$ cat config.mk
export PLATFORM = sky130hd
export DESIGN_NAME = bsa_exec
export DESIGN_NICKNAME = d
export VERILOG_FILES = /design/src/core/bsa_alu.v /design/src/core/bsa_exec.v
export VERILOG_INCLUDE_DIRS = /design/src /design/src/core
export SDC_FILE = /design/constraint.sdc
export NUM_CORES = 1
export LEC_CHECK = 0
export ABC_AREA = 1
export ABC_CLOCK_PERIOD_IN_PS = 4600
export BUFFER_PORTS_ARGS = -buffer_cell sky130_fd_sc_hd__buf_2
export CORE_MARGIN = 5
export CORE_UTILIZATION = 55
export DETAILED_ROUTE_END_ITERATION = 12
export MAX_ROUTING_LAYER = met4
export PLACE_DENSITY = 0.83
export SLEW_MARGIN = 20
export SYNTH_ARGS = -nofsm -noshare
export SYNTH_HDL_FRONTEND = slang
export SYNTH_HIERARCHICAL = 1
export SYNTH_SLANG_ARGS = --single-unit
$ cat constraint.sdc
create_clock -name ref_clk -period 4.6 [get_ports ref_clk]
set_input_delay 0.46 -clock ref_clk [delete_from_list [all_inputs] [get_ports ref_clk]]
set_output_delay 0.46 -clock ref_clk [all_outputs]
set_load 0.02 [all_outputs]
$ cat src/core/bsa_defines.vh
// constants for the block search and 8-bit alu execution unit
//==========================================================
// What this block does
// (RULE_01) forward search compares accumulator with pointed byte
// (RULE_02) forward step: pointer up, counter down
// (RULE_03) repeat until match or counter zero
// (RULE_04) backward variants decrement the pointer instead
// (RULE_05) alu ops combine accumulator and source operand
// (RULE_06) compare updates flags, accumulator unchanged
// (RULE_07) every alu op updates the flags
// (RULE_08) inc and dec write back to source
// (RULE_09) index displacement byte follows the opcode
// (RULE_10) immediate operand byte follows the opcode
// (RULE_11) sixteen-bit values arrive low byte first
// (RULE_12) pointer addresses byte, counter pair counts
// (RULE_13) search only reads, match is exact equality
`ifndef BSA_DEFINES_VH
`define BSA_DEFINES_VH
//==========================================================
// command codes
`define BSA_CMD_NONE     4'h0
`define BSA_CMD_ADD      4'h1
`define BSA_CMD_ADC      4'h2
`define BSA_CMD_SUB      4'h3
`define BSA_CMD_SBC      4'h4
`define BSA_CMD_AND      4'h5
`define BSA_CMD_XOR      4'h6
`define BSA_CMD_OR       4'h7
`define BSA_CMD_CMP      4'h8
`define BSA_CMD_INC      4'h9
`define BSA_CMD_DEC      4'ha
`define BSA_CMD_SUP      4'hb
`define BSA_CMD_SRUP     4'hc
`define BSA_CMD_SDN      4'hd
`define BSA_CMD_SRDN     4'he
//==========================================================
// source selection
`define BSA_SRC_REG      2'h0
`define BSA_SRC_PTR      2'h1
`define BSA_SRC_IDX      2'h2
`define BSA_SRC_IMM      2'h3
//==========================================================
// flag bit positions
`define BSA_F_CARRY      0
`define BSA_F_SUB        1
`define BSA_F_PV         2
`define BSA_F_HALF       4
`define BSA_F_ZERO       6
`define BSA_F_SIGN       7
//==========================================================
// reset values
`define BSA_RST_ACC      8'h00
`define BSA_RST_FLAGS    8'h00
`define BSA_RST_WORD     16'h0000
`endif

$ cat src/core/bsa_alu.v
// combinational 8-bit alu with flag generation
`timescale 1ns/1ps
`include "bsa_defines.vh"
module bsa_alu (
    input  wire [3:0] cmd,
    input  wire [7:0] accIn,
    input  wire [7:0] opIn,
    input  wire       carryIn,
    output reg  [7:0] result,
    output reg  [7:0] flagsOut,
    output reg        writeAcc
);
    reg [8:0] sum;
    reg [4:0] half;
    reg       ovf;
    reg       isSub;
    always @* begin
        sum      = 9'h000;
        half     = 5'h00;
        ovf      = 1'b0;
        isSub    = 1'b0;
        writeAcc = 1'b1;
        result   = 8'h00;
        case (cmd)
            `BSA_CMD_ADD, `BSA_CMD_ADC: begin
                sum  = {1'b0, accIn} + {1'b0, opIn} + {8'h00, (cmd == `BSA_CMD_ADC) & carryIn};
                half = {1'b0, accIn[3:0]} + {1'b0, opIn[3:0]}
                       + {4'h0, (cmd == `BSA_CMD_ADC) & carryIn};
                ovf  = (accIn[7] == opIn[7]) && (sum[7] != accIn[7]);
            end
            `BSA_CMD_SUB, `BSA_CMD_SBC, `BSA_CMD_CMP: begin
                isSub = 1'b1;
                sum  = {1'b0, accIn} - {1'b0, opIn} - {8'h00, (cmd == `BSA_CMD_SBC) & carryIn};
                half = {1'b0, accIn[3:0]} - {1'b0, opIn[3:0]}
                       - {4'h0, (cmd == `BSA_CMD_SBC) & carryIn};
                ovf  = (accIn[7] != opIn[7]) && (sum[7] != accIn[7]);
                if (cmd == `BSA_CMD_CMP) begin
                    writeAcc = 1'b0; // RULE_06
                end
            end
            `BSA_CMD_AND: begin
                sum  = {1'b0, accIn & opIn};
                half = 5'h10;
            end
            `BSA_CMD_XOR: sum = {1'b0, accIn ^ opIn};
            `BSA_CMD_OR:  sum = {1'b0, accIn | opIn};
            // in-place ops: accumulator is not the second operand
            `BSA_CMD_INC: begin
                sum      = {1'b0, opIn} + 9'h001; // RULE_08
                half     = {1'b0, opIn[3:0]} + 5'h01;
                ovf      = (opIn == 8'h7f);
                writeAcc = 1'b0;
            end
            `BSA_CMD_DEC: begin
                isSub    = 1'b1;
                sum      = {1'b0, opIn} - 9'h001; // RULE_08
                half     = {1'b0, opIn[3:0]} - 5'h01;
                ovf      = (opIn == 8'h80);
                writeAcc = 1'b0;
            end
            default: writeAcc = 1'b0;
        endcase
        result = sum[7:0]; // RULE_05
        flagsOut = 8'h00;
        flagsOut[`BSA_F_SIGN] = sum[7]; // RULE_07
        flagsOut[`BSA_F_ZERO] = (sum[7:0] == 8'h00);
        flagsOut[`BSA_F_HALF] = half[4];
        flagsOut[`BSA_F_SUB]  = isSub;
        if (cmd == `BSA_CMD_AND || cmd == `BSA_CMD_XOR || cmd == `BSA_CMD_OR) begin
            flagsOut[`BSA_F_PV] = ~^sum[7:0];
        end else begin
            flagsOut[`BSA_F_PV] = ovf;
        end
        // inc and dec keep the old carry
        if (cmd == `BSA_CMD_INC || cmd == `BSA_CMD_DEC) begin
            flagsOut[`BSA_F_CARRY] = carryIn;
        end else begin
            flagsOut[`BSA_F_CARRY] = sum[8];
        end
    end
endmodule // bsa_alu

$ cat src/core/bsa_exec.v
// execution unit: operand fetch, 8-bit alu group and block search
`timescale 1ns/1ps
`include "bsa_defines.vh"
module bsa_exec (
    input  wire        ref_clk,
    input  wire        rst_b,
    input  wire        cmdValid,
    input  wire [3:0]  cmdCode,
    input  wire [1:0]  cmdSrc,
    input  wire [7:0]  cmdRegVal,
    input  wire [15:0] idxBase,
    input  wire        ldValid,
    input  wire [1:0]  ldSel,
    input  wire [15:0] ldWord,
    input  wire [15:0] fetchPc,
    input  wire        memAck,
    input  wire [7:0]  memRdata,
    output reg         memRd_r,
    output reg         memWr_r,
    output reg  [15:0] memAddr_r,
    output reg  [7:0]  memWdata_r,
    output reg  [7:0]  acc_r,
    output reg  [7:0]  flags_r,
    output reg  [15:0] memPtr_r,
    output reg  [15:0] byteCnt_r,
    output reg  [7:0]  regOut_r,
    output reg         regWr_r,
    output reg  [15:0] nextPc_r,
    output reg         busy_r,
    output reg         done_r
);
//==========================================================
// reset release
    // assert at once, release on the clock so no flop leaves reset early
    reg rstS1;
    reg rstS2;
    always @(posedge ref_clk or negedge rst_b) begin
        if (!rst_b) begin
            rstS1 <= 1'b0;
            rstS2 <= 1'b0;
        end else begin
            rstS1 <= 1'b1;
            rstS2 <= rstS1;
        end
    end
    wire rstN = rstS2;
//==========================================================
// states
    localparam ST_IDLE  = 3'h0;
    localparam ST_FETCH = 3'h1;
    localparam ST_ARG   = 3'h2;
    localparam ST_READ  = 3'h3;
    localparam ST_EXEC  = 3'h4;
    localparam ST_WRITE = 3'h5;
    localparam ST_FIN   = 3'h6;
    reg [2:0]  state_r;
    reg [3:0]  cmd_r;
    reg [1:0]  src_r;
    reg [7:0]  opnd_r;
    reg [15:0] eaddr_r;
    function isSearch;
        input [3:0] c;
        begin
            isSearch = (c == `BSA_CMD_SUP) || (c == `BSA_CMD_SRUP)
                       || (c == `BSA_CMD_SDN) || (c == `BSA_CMD_SRDN);
        end
    endfunction
//==========================================================
// alu
    wire [7:0] aluRes;
    wire [7:0] aluFlags;
    wire       aluWrAcc;
    bsa_alu uAlu (
        .cmd      (isSearch(cmd_r) ? `BSA_CMD_CMP : cmd_r),
        .accIn    (acc_r),
        .opIn     (opnd_r),
        .carryIn  (flags_r[`BSA_F_CARRY]),
        .result   (aluRes),
        .flagsOut (aluFlags),
        .writeAcc (aluWrAcc)
    );
//==========================================================
// search step
    // a count of zero at the start of a repeat search wraps, so 65536 bytes are searched
    wire        down    = (cmd_r == `BSA_CMD_SDN) || (cmd_r == `BSA_CMD_SRDN);
    wire        rpt     = (cmd_r == `BSA_CMD_SRUP) || (cmd_r == `BSA_CMD_SRDN);
    wire [15:0] cntNxt  = byteCnt_r - 16'h0001;
    wire        match   = (acc_r == opnd_r); // RULE_13
    wire [15:0] dispExt = {{8{memRdata[7]}}, memRdata};
    // search keeps carry; parity slot tells whether bytes remain
    wire [7:0]  srchFlags = {aluFlags[7:3], (cntNxt != 16'h0000),
                             aluFlags[1], flags_r[`BSA_F_CARRY]};
//==========================================================
// sequencer
    always @(posedge ref_clk or negedge rstN) begin
        if (!rstN) begin
            state_r    <= ST_IDLE;
            cmd_r      <= `BSA_CMD_NONE;
            src_r      <= `BSA_SRC_REG;
            opnd_r     <= 8'h00;
            eaddr_r    <= `BSA_RST_WORD;
            memRd_r    <= 1'b0;
            memWr_r    <= 1'b0;
            memAddr_r  <= `BSA_RST_WORD;
            memWdata_r <= 8'h00;
            acc_r      <= `BSA_RST_ACC;
            flags_r    <= `BSA_RST_FLAGS;
            memPtr_r   <= `BSA_RST_WORD;
            byteCnt_r  <= `BSA_RST_WORD;
            regOut_r   <= 8'h00;
            regWr_r    <= 1'b0;
            nextPc_r   <= `BSA_RST_WORD;
            busy_r     <= 1'b0;
            done_r     <= 1'b0;
        end else begin
            done_r  <= 1'b0;
            regWr_r <= 1'b0;
            case (state_r)
                ST_IDLE: begin
                    // a load wins over a command in the same cycle
                    if (ldValid) begin
                        // 16-bit words are assembled low byte first upstream
                        case (ldSel) // RULE_11
                            2'h0: memPtr_r  <= ldWord;
                            2'h1: byteCnt_r <= ldWord; // RULE_12
                            2'h2: acc_r     <= ldWord[7:0];
                            default: flags_r <= ldWord[7:0];
                        endcase
                    end else if (cmdValid && cmdCode != `BSA_CMD_NONE) begin
                        cmd_r    <= cmdCode;
                        src_r    <= cmdSrc;
                        opnd_r   <= cmdRegVal;
                        nextPc_r <= fetchPc;
                        busy_r   <= 1'b1;
                        if (isSearch(cmdCode)) begin
                            state_r <= ST_READ;
                        end else if (cmdSrc == `BSA_SRC_IDX || cmdSrc == `BSA_SRC_IMM) begin
                            state_r <= ST_FETCH;
                        end else if (cmdSrc == `BSA_SRC_PTR) begin
                            eaddr_r <= memPtr_r;
                            state_r <= ST_READ;
                        end else begin
                            state_r <= ST_EXEC;
                        end
                    end
                end
                ST_FETCH: begin
                    // byte right after the opcode
                    memRd_r   <= 1'b1;
                    memAddr_r <= nextPc_r; // RULE_09 RULE_10
                    state_r   <= ST_ARG;
                end
                ST_ARG: begin
                    // ack only counts while the read is still raised
                    if (memRd_r && memAck) begin
                        memRd_r  <= 1'b0;
                        nextPc_r <= nextPc_r + 16'h0001;
                        if (src_r == `BSA_SRC_IMM) begin
                            opnd_r  <= memRdata; // RULE_10
                            state_r <= ST_EXEC;
                        end else begin
                            eaddr_r <= idxBase + dispExt; // RULE_09
                            state_r <= ST_READ;
                        end
                    end
                end
                ST_READ: begin
                    memRd_r   <= 1'b1;
                    memAddr_r <= isSearch(cmd_r) ? memPtr_r : eaddr_r; // RULE_01 RULE_12
                    if (memRd_r && memAck) begin
                        memRd_r <= 1'b0;
                        opnd_r  <= memRdata;
                        state_r <= ST_EXEC;
                    end
                end
                ST_EXEC: begin
                    if (isSearch(cmd_r)) begin
                        // search never writes memory; only flags, pointer and count change
                        flags_r   <= srchFlags; // RULE_01 RULE_13
                        memPtr_r  <= down ? memPtr_r - 16'h0001 // RULE_04
                                          : memPtr_r + 16'h0001; // RULE_02
                        byteCnt_r <= cntNxt; // RULE_02
                        if (rpt && !match && cntNxt != 16'h0000) begin
                            state_r <= ST_READ; // RULE_03
                        end else begin
                            state_r <= ST_FIN;
                        end
                    end else begin
                        flags_r <= aluFlags; // RULE_07
                        if (aluWrAcc) begin
                            acc_r <= aluRes; // RULE_05 RULE_06
                        end
                        if (cmd_r == `BSA_CMD_INC || cmd_r == `BSA_CMD_DEC) begin
                            if (src_r == `BSA_SRC_REG) begin
                                regOut_r <= aluRes; // RULE_08
                                regWr_r  <= 1'b1;
                                state_r  <= ST_FIN;
                            end else begin
                                memWr_r    <= 1'b1;
                                memAddr_r  <= eaddr_r; // RULE_08
                                memWdata_r <= aluRes;
                                state_r    <= ST_WRITE;
                            end
                        end else begin
                            state_r <= ST_FIN;
                        end
                    end
                end
                ST_WRITE: begin
                    // ack only counts while the write is still raised
                    if (memWr_r && memAck) begin
                        memWr_r <= 1'b0;
                        state_r <= ST_FIN;
                    end
                end
                default: begin
                    busy_r  <= 1'b0;
                    done_r  <= 1'b1;
                    state_r <= ST_IDLE;
                end
            endcase
        end
    end
endmodule // bsa_exec

==> flow_summary.toml, run 1 <==
[outcome]
status = "finished, final reports clean"

[placed_design]
dp_hpwl_mm = 26.0
dp_cells = 1952
place_ws_ps = 373
place.port_buffers = 177
gp_congestion = 0.968

[layout]
nets = 1864
multi_input_area_sq_um = 6670
final_cell_count_no_fill = 1986
regArea_sq_um = 3410
final.fill_count = 1753
syn_to_final_growth_pct = 15.1
layout_commonest_cell = "nand2_1"
mostFrequentLayoutCells = "nand2_1, buf_2, nor2_1"
drive_gt1_share_pct = 17.4

[clock_network]
cts_tree = "yes"
cts.clk_slew.worst_paths_ps = 70
cts.path.max_buffers = 2
clock_tree.root_cell = "clkbuf_16"
clk_latency_ps = 430
cts.sinks = 136
numCtsBuffers = 17
ctsHtreeMaxLevel = 4
post_cts_buffers = 0

[pwr]
comb_power_share_pct = 65.8
p_clk_share_pct = 12.1
switching_power_uw = 6250
power_frac_seq_pct = 22.1
p_per_area_nw_per_um2 = 898
p_int_uw = 5080
switching_share_pct = 55.2
vdd_drop_max_mv = 0.453
power.static_leakage_uw = 0.00629

[drt]
drt_pre_antenna_iters = 5
ant_nets = 0
viasPerCell = 5.73
drc = 0
wl_per_cell_microns = 17.2
dr_wl_met2_mm = 15.4
met3_length_mm = 2.64
drt-met1-wl_mm = 15.1
drt_iter0_markers = 993
highest_layer = "met4"
via_count = 11400
wl_mm = 34.1

[global_routing]
grt_max_degree = 57
grt_pass1_vias = 10700
grt_pass1_wl_mm = 54.7
gr-total-overflow = 0
grt_use_total_pct = 31.0
antenna_found_initial = 1

[timing]
finalCritPeriodShare_pct = 91.6
finalMaxSlewViolations = 0
setup_tns_ps = 0
skew_ps = 9.41
grt_setup_unrepaired = "no"
tightest_slew_ps = 903
finalSetupViolCount = 0
finalCriticalPeriod_ps = 4220
timing.hold.ws_ps = 280
finalHoldViolCount = 0
fmax_mhz = 237
worst_slack_ps = 385
relSlewSlack_pct = 39.6

[run]
timing.max_cap.violations = 0

[die]
rows = 51
die_y_microns = 151
core_region_area_sq_um = 19500
io_pins = 178
start_util_pct = 56.2
die_area_sq_um = 22900
dieWidth_microns = 151

[critical_path]
start_kind = "flop"
cp_data_arrival_time_ps = 4560
worst_ep_required_time_ps = 4940
crit_path_max_fanout = 8
worst-setup-path-type = "reg -> reg"
worst_setup_path_end_kind = "flop"

[yosys]
synth_warnings = 6
ys_ff_latch = 136
postSynthCellCount = 1548
syn-cell-area_sq_um = 11000
ys_seq_area_share_pct = 31.0
syn_avg_cell_area_sq_um = 7.08
synth.distinct_cells = 59

[min_path]
hp-class = "in -> reg"
==> power by group through the flow <==
| stage | registers (uW) | logic, uW | clock network (uW) |
|---|---|---|---|
| detailed placement | 2490 | 7260 | 0 |
| finish | 2500 | 7460 | 1370 |
| global route | 2580 | 8290 | 1420 |
| global placement | 2480 | 7090 | 0 |
| CTS | 2480 | 7350 | 1370 |
| floorplan | 2730 | 5110 | 0 |
==> critical path, cell delays in order (launching register included) <==
cell	delay [ps]
dfrtp_1	480
nand2_1	90
inv_1	50
nand2_1	80
nand2_2	120
nor2_4	170
inv_2	90
nor2_4	190
nand3_1	150
fa_1	450
fa_1	470
nand3_1	140
nand2_1	110
or2_0	220
nand3_1	70
nand2_1	60
nor2_2	130
ha_1	250
xnor2_1	200
xnor2_1	150
nand3_1	100
nand4_1	110
a31oi_1	80
a21oi_1	190
==> state kept, by name, indices dropped and copies added (netlist names) <==
register    flops
done_r          1
acc_r           8
eaddr_r        16
rstN            1
state_r         3
nextPc_r       16
opnd_r          8
rstS1           1
memAddr_r      16
memPtr_r       16
flags_r         8
memWr_r         1
src_r           2
byteCnt_r      16
regOut_r        8
busy_r          1
regWr_r         1
memWdata_r      8
memRd_r         1
cmd_r           4
==> routing by layer <==
| metal | track usage [%] | vias up |
|---|---|---|
| li1 | - | 5516 |
| met1 | 42.1 | 5291 |
| met2 | 47.9 | 504 |
| met3 | 4.82 | 75 |
| met4 | 9.56 | 0 |
| met5 | - | - |
==> through the flow <==
step                cell area, sq um  util, %  total power [uW]
CTS                            12600     64.5             11200
global route                   12600     64.6             12300
finish                         12600     64.6             11300
detailed placement             12000     61.5              9750
floorplan                      11000        -              7840
global placement               12000     61.5              9570
==> Yosys cell counts, drive strengths merged <==
cell type,number,area [sq um]
o21ai,109,549
o21a,4,30.0
nor4,4,25.0
a21o,6,45.0
dfrtp,136,3400
a31oi,36,225
a41oi,17,149
clkbuf,20,75.1
and2,1,6.26
inv,180,683
ha,73,913
nor2,181,778
nor3,15,90.1
nand3,100,505
nand2b,1,6.26
a21oi,110,588
buf,25,156
a21boi,1,7.51
a22oi,6,45.0
a211oi,5,42.5
a2bb2oi,5,50.0
nand4,23,144
o22ai,8,63.8
a32oi,1,8.76
o21bai,10,75.1
o31ai,2,15.0
nor3b,1,7.51
fa,7,140
mux2,8,90.1
o211ai,18,140
nand2,384,1510
or2,11,68.8
conb,2,7.51
nand3b,8,60.1
xnor2,9,78.8
xor2,21,184
==> area by class of cell <==
cell class | count | share of cell area, %
Clock buffer | 17 | 3.37
Timing Repair Buffer | 184 | 7.46
Clock inverter | 15 | 1.27
Tap cell | 265 | 2.63
Sequential cell | 136 | 27.0
Antenna cell | 1 | 0.0198
Multi-Input combinational cell | 1188 | 52.9
Inverter | 180 | 5.41
==> what timing repair did <==
item,4_1_cts,5_1_grt
resized for setup,0,5
hold buffers,1,0
hold endpoints to repair,2,0
endpoints found under the setup margin,0,1
==> final timing paths <==
path / from / endpoint / slack (ps) / cells after the start
worst max-delay path: cmd_r[3] / flags_r[2] / 380 / 23
worst min-delay path: fetchPc[1] / nextPc_r[1] / 280 / 3
worst max register to register: cmd_r[3] / flags_r[2] / 380 / 23
worst min register to register: rstS1 / rstN / 360 / 0
max in group asynchronous: rstN / state_r[0] / 3140 / 1
min in group asynchronous: rst_b / rstN / 330 / 2
==> kinds of logic after synthesis <==
group	after synthesis	share of synthesized area, %
AND/OR/NAND/NOR	729	29.2
AO/OA/AOI/OAI	338	18.6
buffers and inverters	225	8.34
flip-flops	136	31.0
adder cells (fa/ha/maj)	80	9.61
XOR/XNOR	30	2.40
multiplexers	8	0.821
other	2	0.0685
Note: power is estimated with default switching activity, not from simulation.
==> run 2: changes to the inputs <==
--- a/config.mk
+++ b/config.mk
@@ -6,7 +6,6 @@
 export SDC_FILE = /design/constraint.sdc
 export NUM_CORES = 1
 export LEC_CHECK = 0
-export ABC_AREA = 1
 export ABC_CLOCK_PERIOD_IN_PS = 4600
 export BUFFER_PORTS_ARGS = -buffer_cell sky130_fd_sc_hd__buf_2
 export CORE_MARGIN = 5
==> run 2 against run 1 <==
Compared with the run above: die area is 4.8% lower; combinational power is 4.2% higher; first-iteration DRC count increased by 28%; critical endpoint unchanged; largest cell class unchanged; via count shrank 7.0%; sequential power is 2% higher; clock skew rose by 0.84 ps.
==> flow_summary.toml, run 2 <==
[layout]
nets = 1601
drive_gt1_share_pct = 24.6
layout_commonest_cell = "buf_2"
syn_to_final_growth_pct = 20.7
mostFrequentLayoutCells = "buf_2, a21oi_1, nand2_1"
final.fill_count = 1553
regArea_sq_um = 3410
multi_input_area_sq_um = 6690
fin_util_pct = 67.3

[critical_path]
worst-setup-path-type = "reg -> reg"
startpoint = "cmd_r[1]"
cp_data_arrival_time_ps = 4830
slowest_stage = "dfrtp_1"
crit_path_max_fanout = 4
path_delay_family = "compound AO/OA/AOI/OAI gates"
start_kind = "flop"
worst_ep_required_time_ps = 4910
crit_chain = "and3b_2 -> o21ai_4 -> and2_4 -> nor2b_4 -> nand3_2 -> fa_2 -> fa_2 -> nand2b_4 -> a21oi_4 -> a21o_1 -> a21oi_4 -> xnor2_2 -> a211oi_2 -> ha_1 -> xor2_2 -> xnor2_1 -> nor3_1 -> a41oi_1 -> o21ai_1 -> a31oi_1 -> nor2_1 -> a21oi_1 -> o21ai_1"
rr_startpoint = "cmd_r[1]"
critPathBufInv = 0
worst_setup_path_end_kind = "flop"
crit_path_max_incr_delay_ps = 420

[die]
io_pins = 178
rows = 50
start_util_pct = 55.8
dieWidth_microns = 148
die_area_sq_um = 21800
core_region_area_sq_um = 18600
die_y_microns = 148

[drt]
drt_pre_antenna_iters = 8
via_count = 10600
drc = 0
drt_iter0_markers = 1271
wl_mm = 34.5
ant_nets = 0
wl_per_cell_microns = 20.4
viasPerCell = 6.25

[clock_network]
numCtsBuffers = 17
cts_tree = "yes"
cts.clk_slew.worst_paths_ps = 60
cts.path.max_buffers = 2
cts.sinks = 136
ctsHtreeMaxLevel = 4
clock_tree.root_cell = "clkbuf_16"
clk_latency_ps = 430

[timing]
finalCriticalPeriod_ps = 4520
worst_slack_ps = 80.7
finalSetupViolCount = 0
relSlewSlack_pct = 31.8
finalCritPeriodShare_pct = 98.2
skew_ps = 10.2
finalMaxSlewViolations = 0
fmax_mhz = 221
grt_setup_unrepaired = "yes"
tightest_slew_ps = 1020
finalHoldViolCount = 0

[global_routing]
grt_pass1_vias = 10000
antenna_found_initial = 2
grt_pass1_wl_mm = 54.3
grt_use_total_pct = 32.1
gr-total-overflow = 0
grt_max_degree = 62

[yosys]
ys_top_cells_by_area = "dfrtp_1, ha_1, a21oi_1"
synth-xor-area-share_pct = 4.63
synth.distinct_cells = 81
synth_edf_count = 0
syn_avg_cell_area_sq_um = 8.37
syn-cell-area_sq_um = 10400
yosysTopAreaCellShare_pct = 32.7
yosysMostFrequentCell = "a21oi_1"
synthFlopType = "dfrtp_1"
async_flop_share_pct = 100
synth_fa_ha_area_share_pct = 10.1
synth_warnings = 6
yosys.area_share.simple_pct = 18.1
yosysTopAreaCell = "dfrtp_1"
synth_commonest_cells = "a21oi_1, dfrtp_1, nand2_1"
synth.area.mux_share_pct = 3.84
ys_seq_area_share_pct = 32.7
ys_ff_latch = 136
synth_top_family_by_area = "compound AO/OA/AOI/OAI gates"
postSynthCellCount = 1243
synth_compound_area_share_pct = 25.6

[placed_design]
dp_hpwl_mm = 25.7
place.port_buffers = 177
place_ws_ps = -105
gp_congestion = 1.05

[run]
timing.max_cap.violations = 0

[pwr]
p_per_area_nw_per_um2 = 929
vdd_drop_max_mv = 0.537
power.static_leakage_uw = 0.00572

[min_path]
min-delay-start = "fetchPc[0]"
hp-class = "in -> reg"

[outcome]
status = "finished, final reports clean"
## run 2: changes by cell type in the layout (fill, tap and decap cells not counted), sizes merged, moves of 20 or more
cell | before | now
nand2 | 384 | 137
inv | 188 | 53
nor2 | 181 | 98
nand3 | 100 | 31
buf | 183 | 244
a21oi | 110 | 145
xnor2 | 9 | 30
nor3 | 15 | 35
## run 2: area by class of cell
type	instances	area share, %
timing repair buffer	245	11.1
inverter	46	1.38
sequential	136	27.2
clock buffer	17	3.39
antenna	3	0.0598
clock inverter	15	1.25
tap	234	2.33
multi-input combinational	998	53.3
## run 2: what timing repair did
action,in CTS,in global routing
setup endpoints to repair,1,1
gates resized for setup,10,23
pin swaps,12,33
hold buffers,1,0
buffers inserted,13,8
hold endpoints to repair,2,0
## run 2: cells by family after synthesis
kind of cell,count (synthesis)
buffers and inverters,110
other,2
muxes,37
AOI/OAI and AO/OA,425
adders and majority gates,80
xor gates and xnor gates,55
and+or+nand+nor,398
DFF,136
## run 2: worst reg2reg max path, cell delays in order, from the launching register on
cell	delay, ps
dfrtp_1	420
and3b_2	260
o21ai_4	160
and2_4	200
nor2b_4	160
nand3_2	100
fa_2	400
fa_2	380
nand2b_4	160
a21oi_4	170
a21o_1	170
a21oi_4	80
xnor2_2	160
a211oi_2	190
ha_1	280
xor2_2	160
xnor2_1	170
nor3_1	80
a41oi_1	170
o21ai_1	100
a31oi_1	170
nor2_1	60
a21oi_1	140
o21ai_1	80
## run 2: per-stage QoR
stage	cell area (sq um)	cells	TNS, ps	hold WS (ps)	power, uW
final	12500	1694	0	261	11700
after global routing	12500	1693	-178	286	12400
after CTS	12400	1684	0	257	11100
after detailed placement	11600	1638	-105	249	9410
after global placement	11600	1638	0	247	9310
after floorplan	10400	1244	0	164	7260
## run 2: report_power, final
part | leakage [uW] | switching, uW | total, uW | internal, uW
clock network | 0.000283 | 615 | 1340 | 721
registers | 0.00164 | 815 | 2550 | 1730
logic | 0.00380 | 4500 | 7770 | 3280
total | 0.00572 | 5930 | 11700 | 5730
## run 2: final timing paths
check / end / slack (ps) / depth (start not counted)
worst min register to register: rstN / 350 / 0
min in group asynchronous: rstN / 340 / 2
worst max register to register: flags_r[2] / 80 / 23
worst max-delay path: flags_r[2] / 80 / 23
worst min-delay path: nextPc_r[0] / 260 / 3
max in group asynchronous: flags_r[7] / 3130 / 1
## run 2: routing by layer
metal	track usage, %	share of wire, %	vias to the layer above
met2	46.9	44	583
li1	-	-	4953
met1	44.1	42	4971
met3	7.97	11	79
met4	9.93	2.5	0
met5	-	0	-
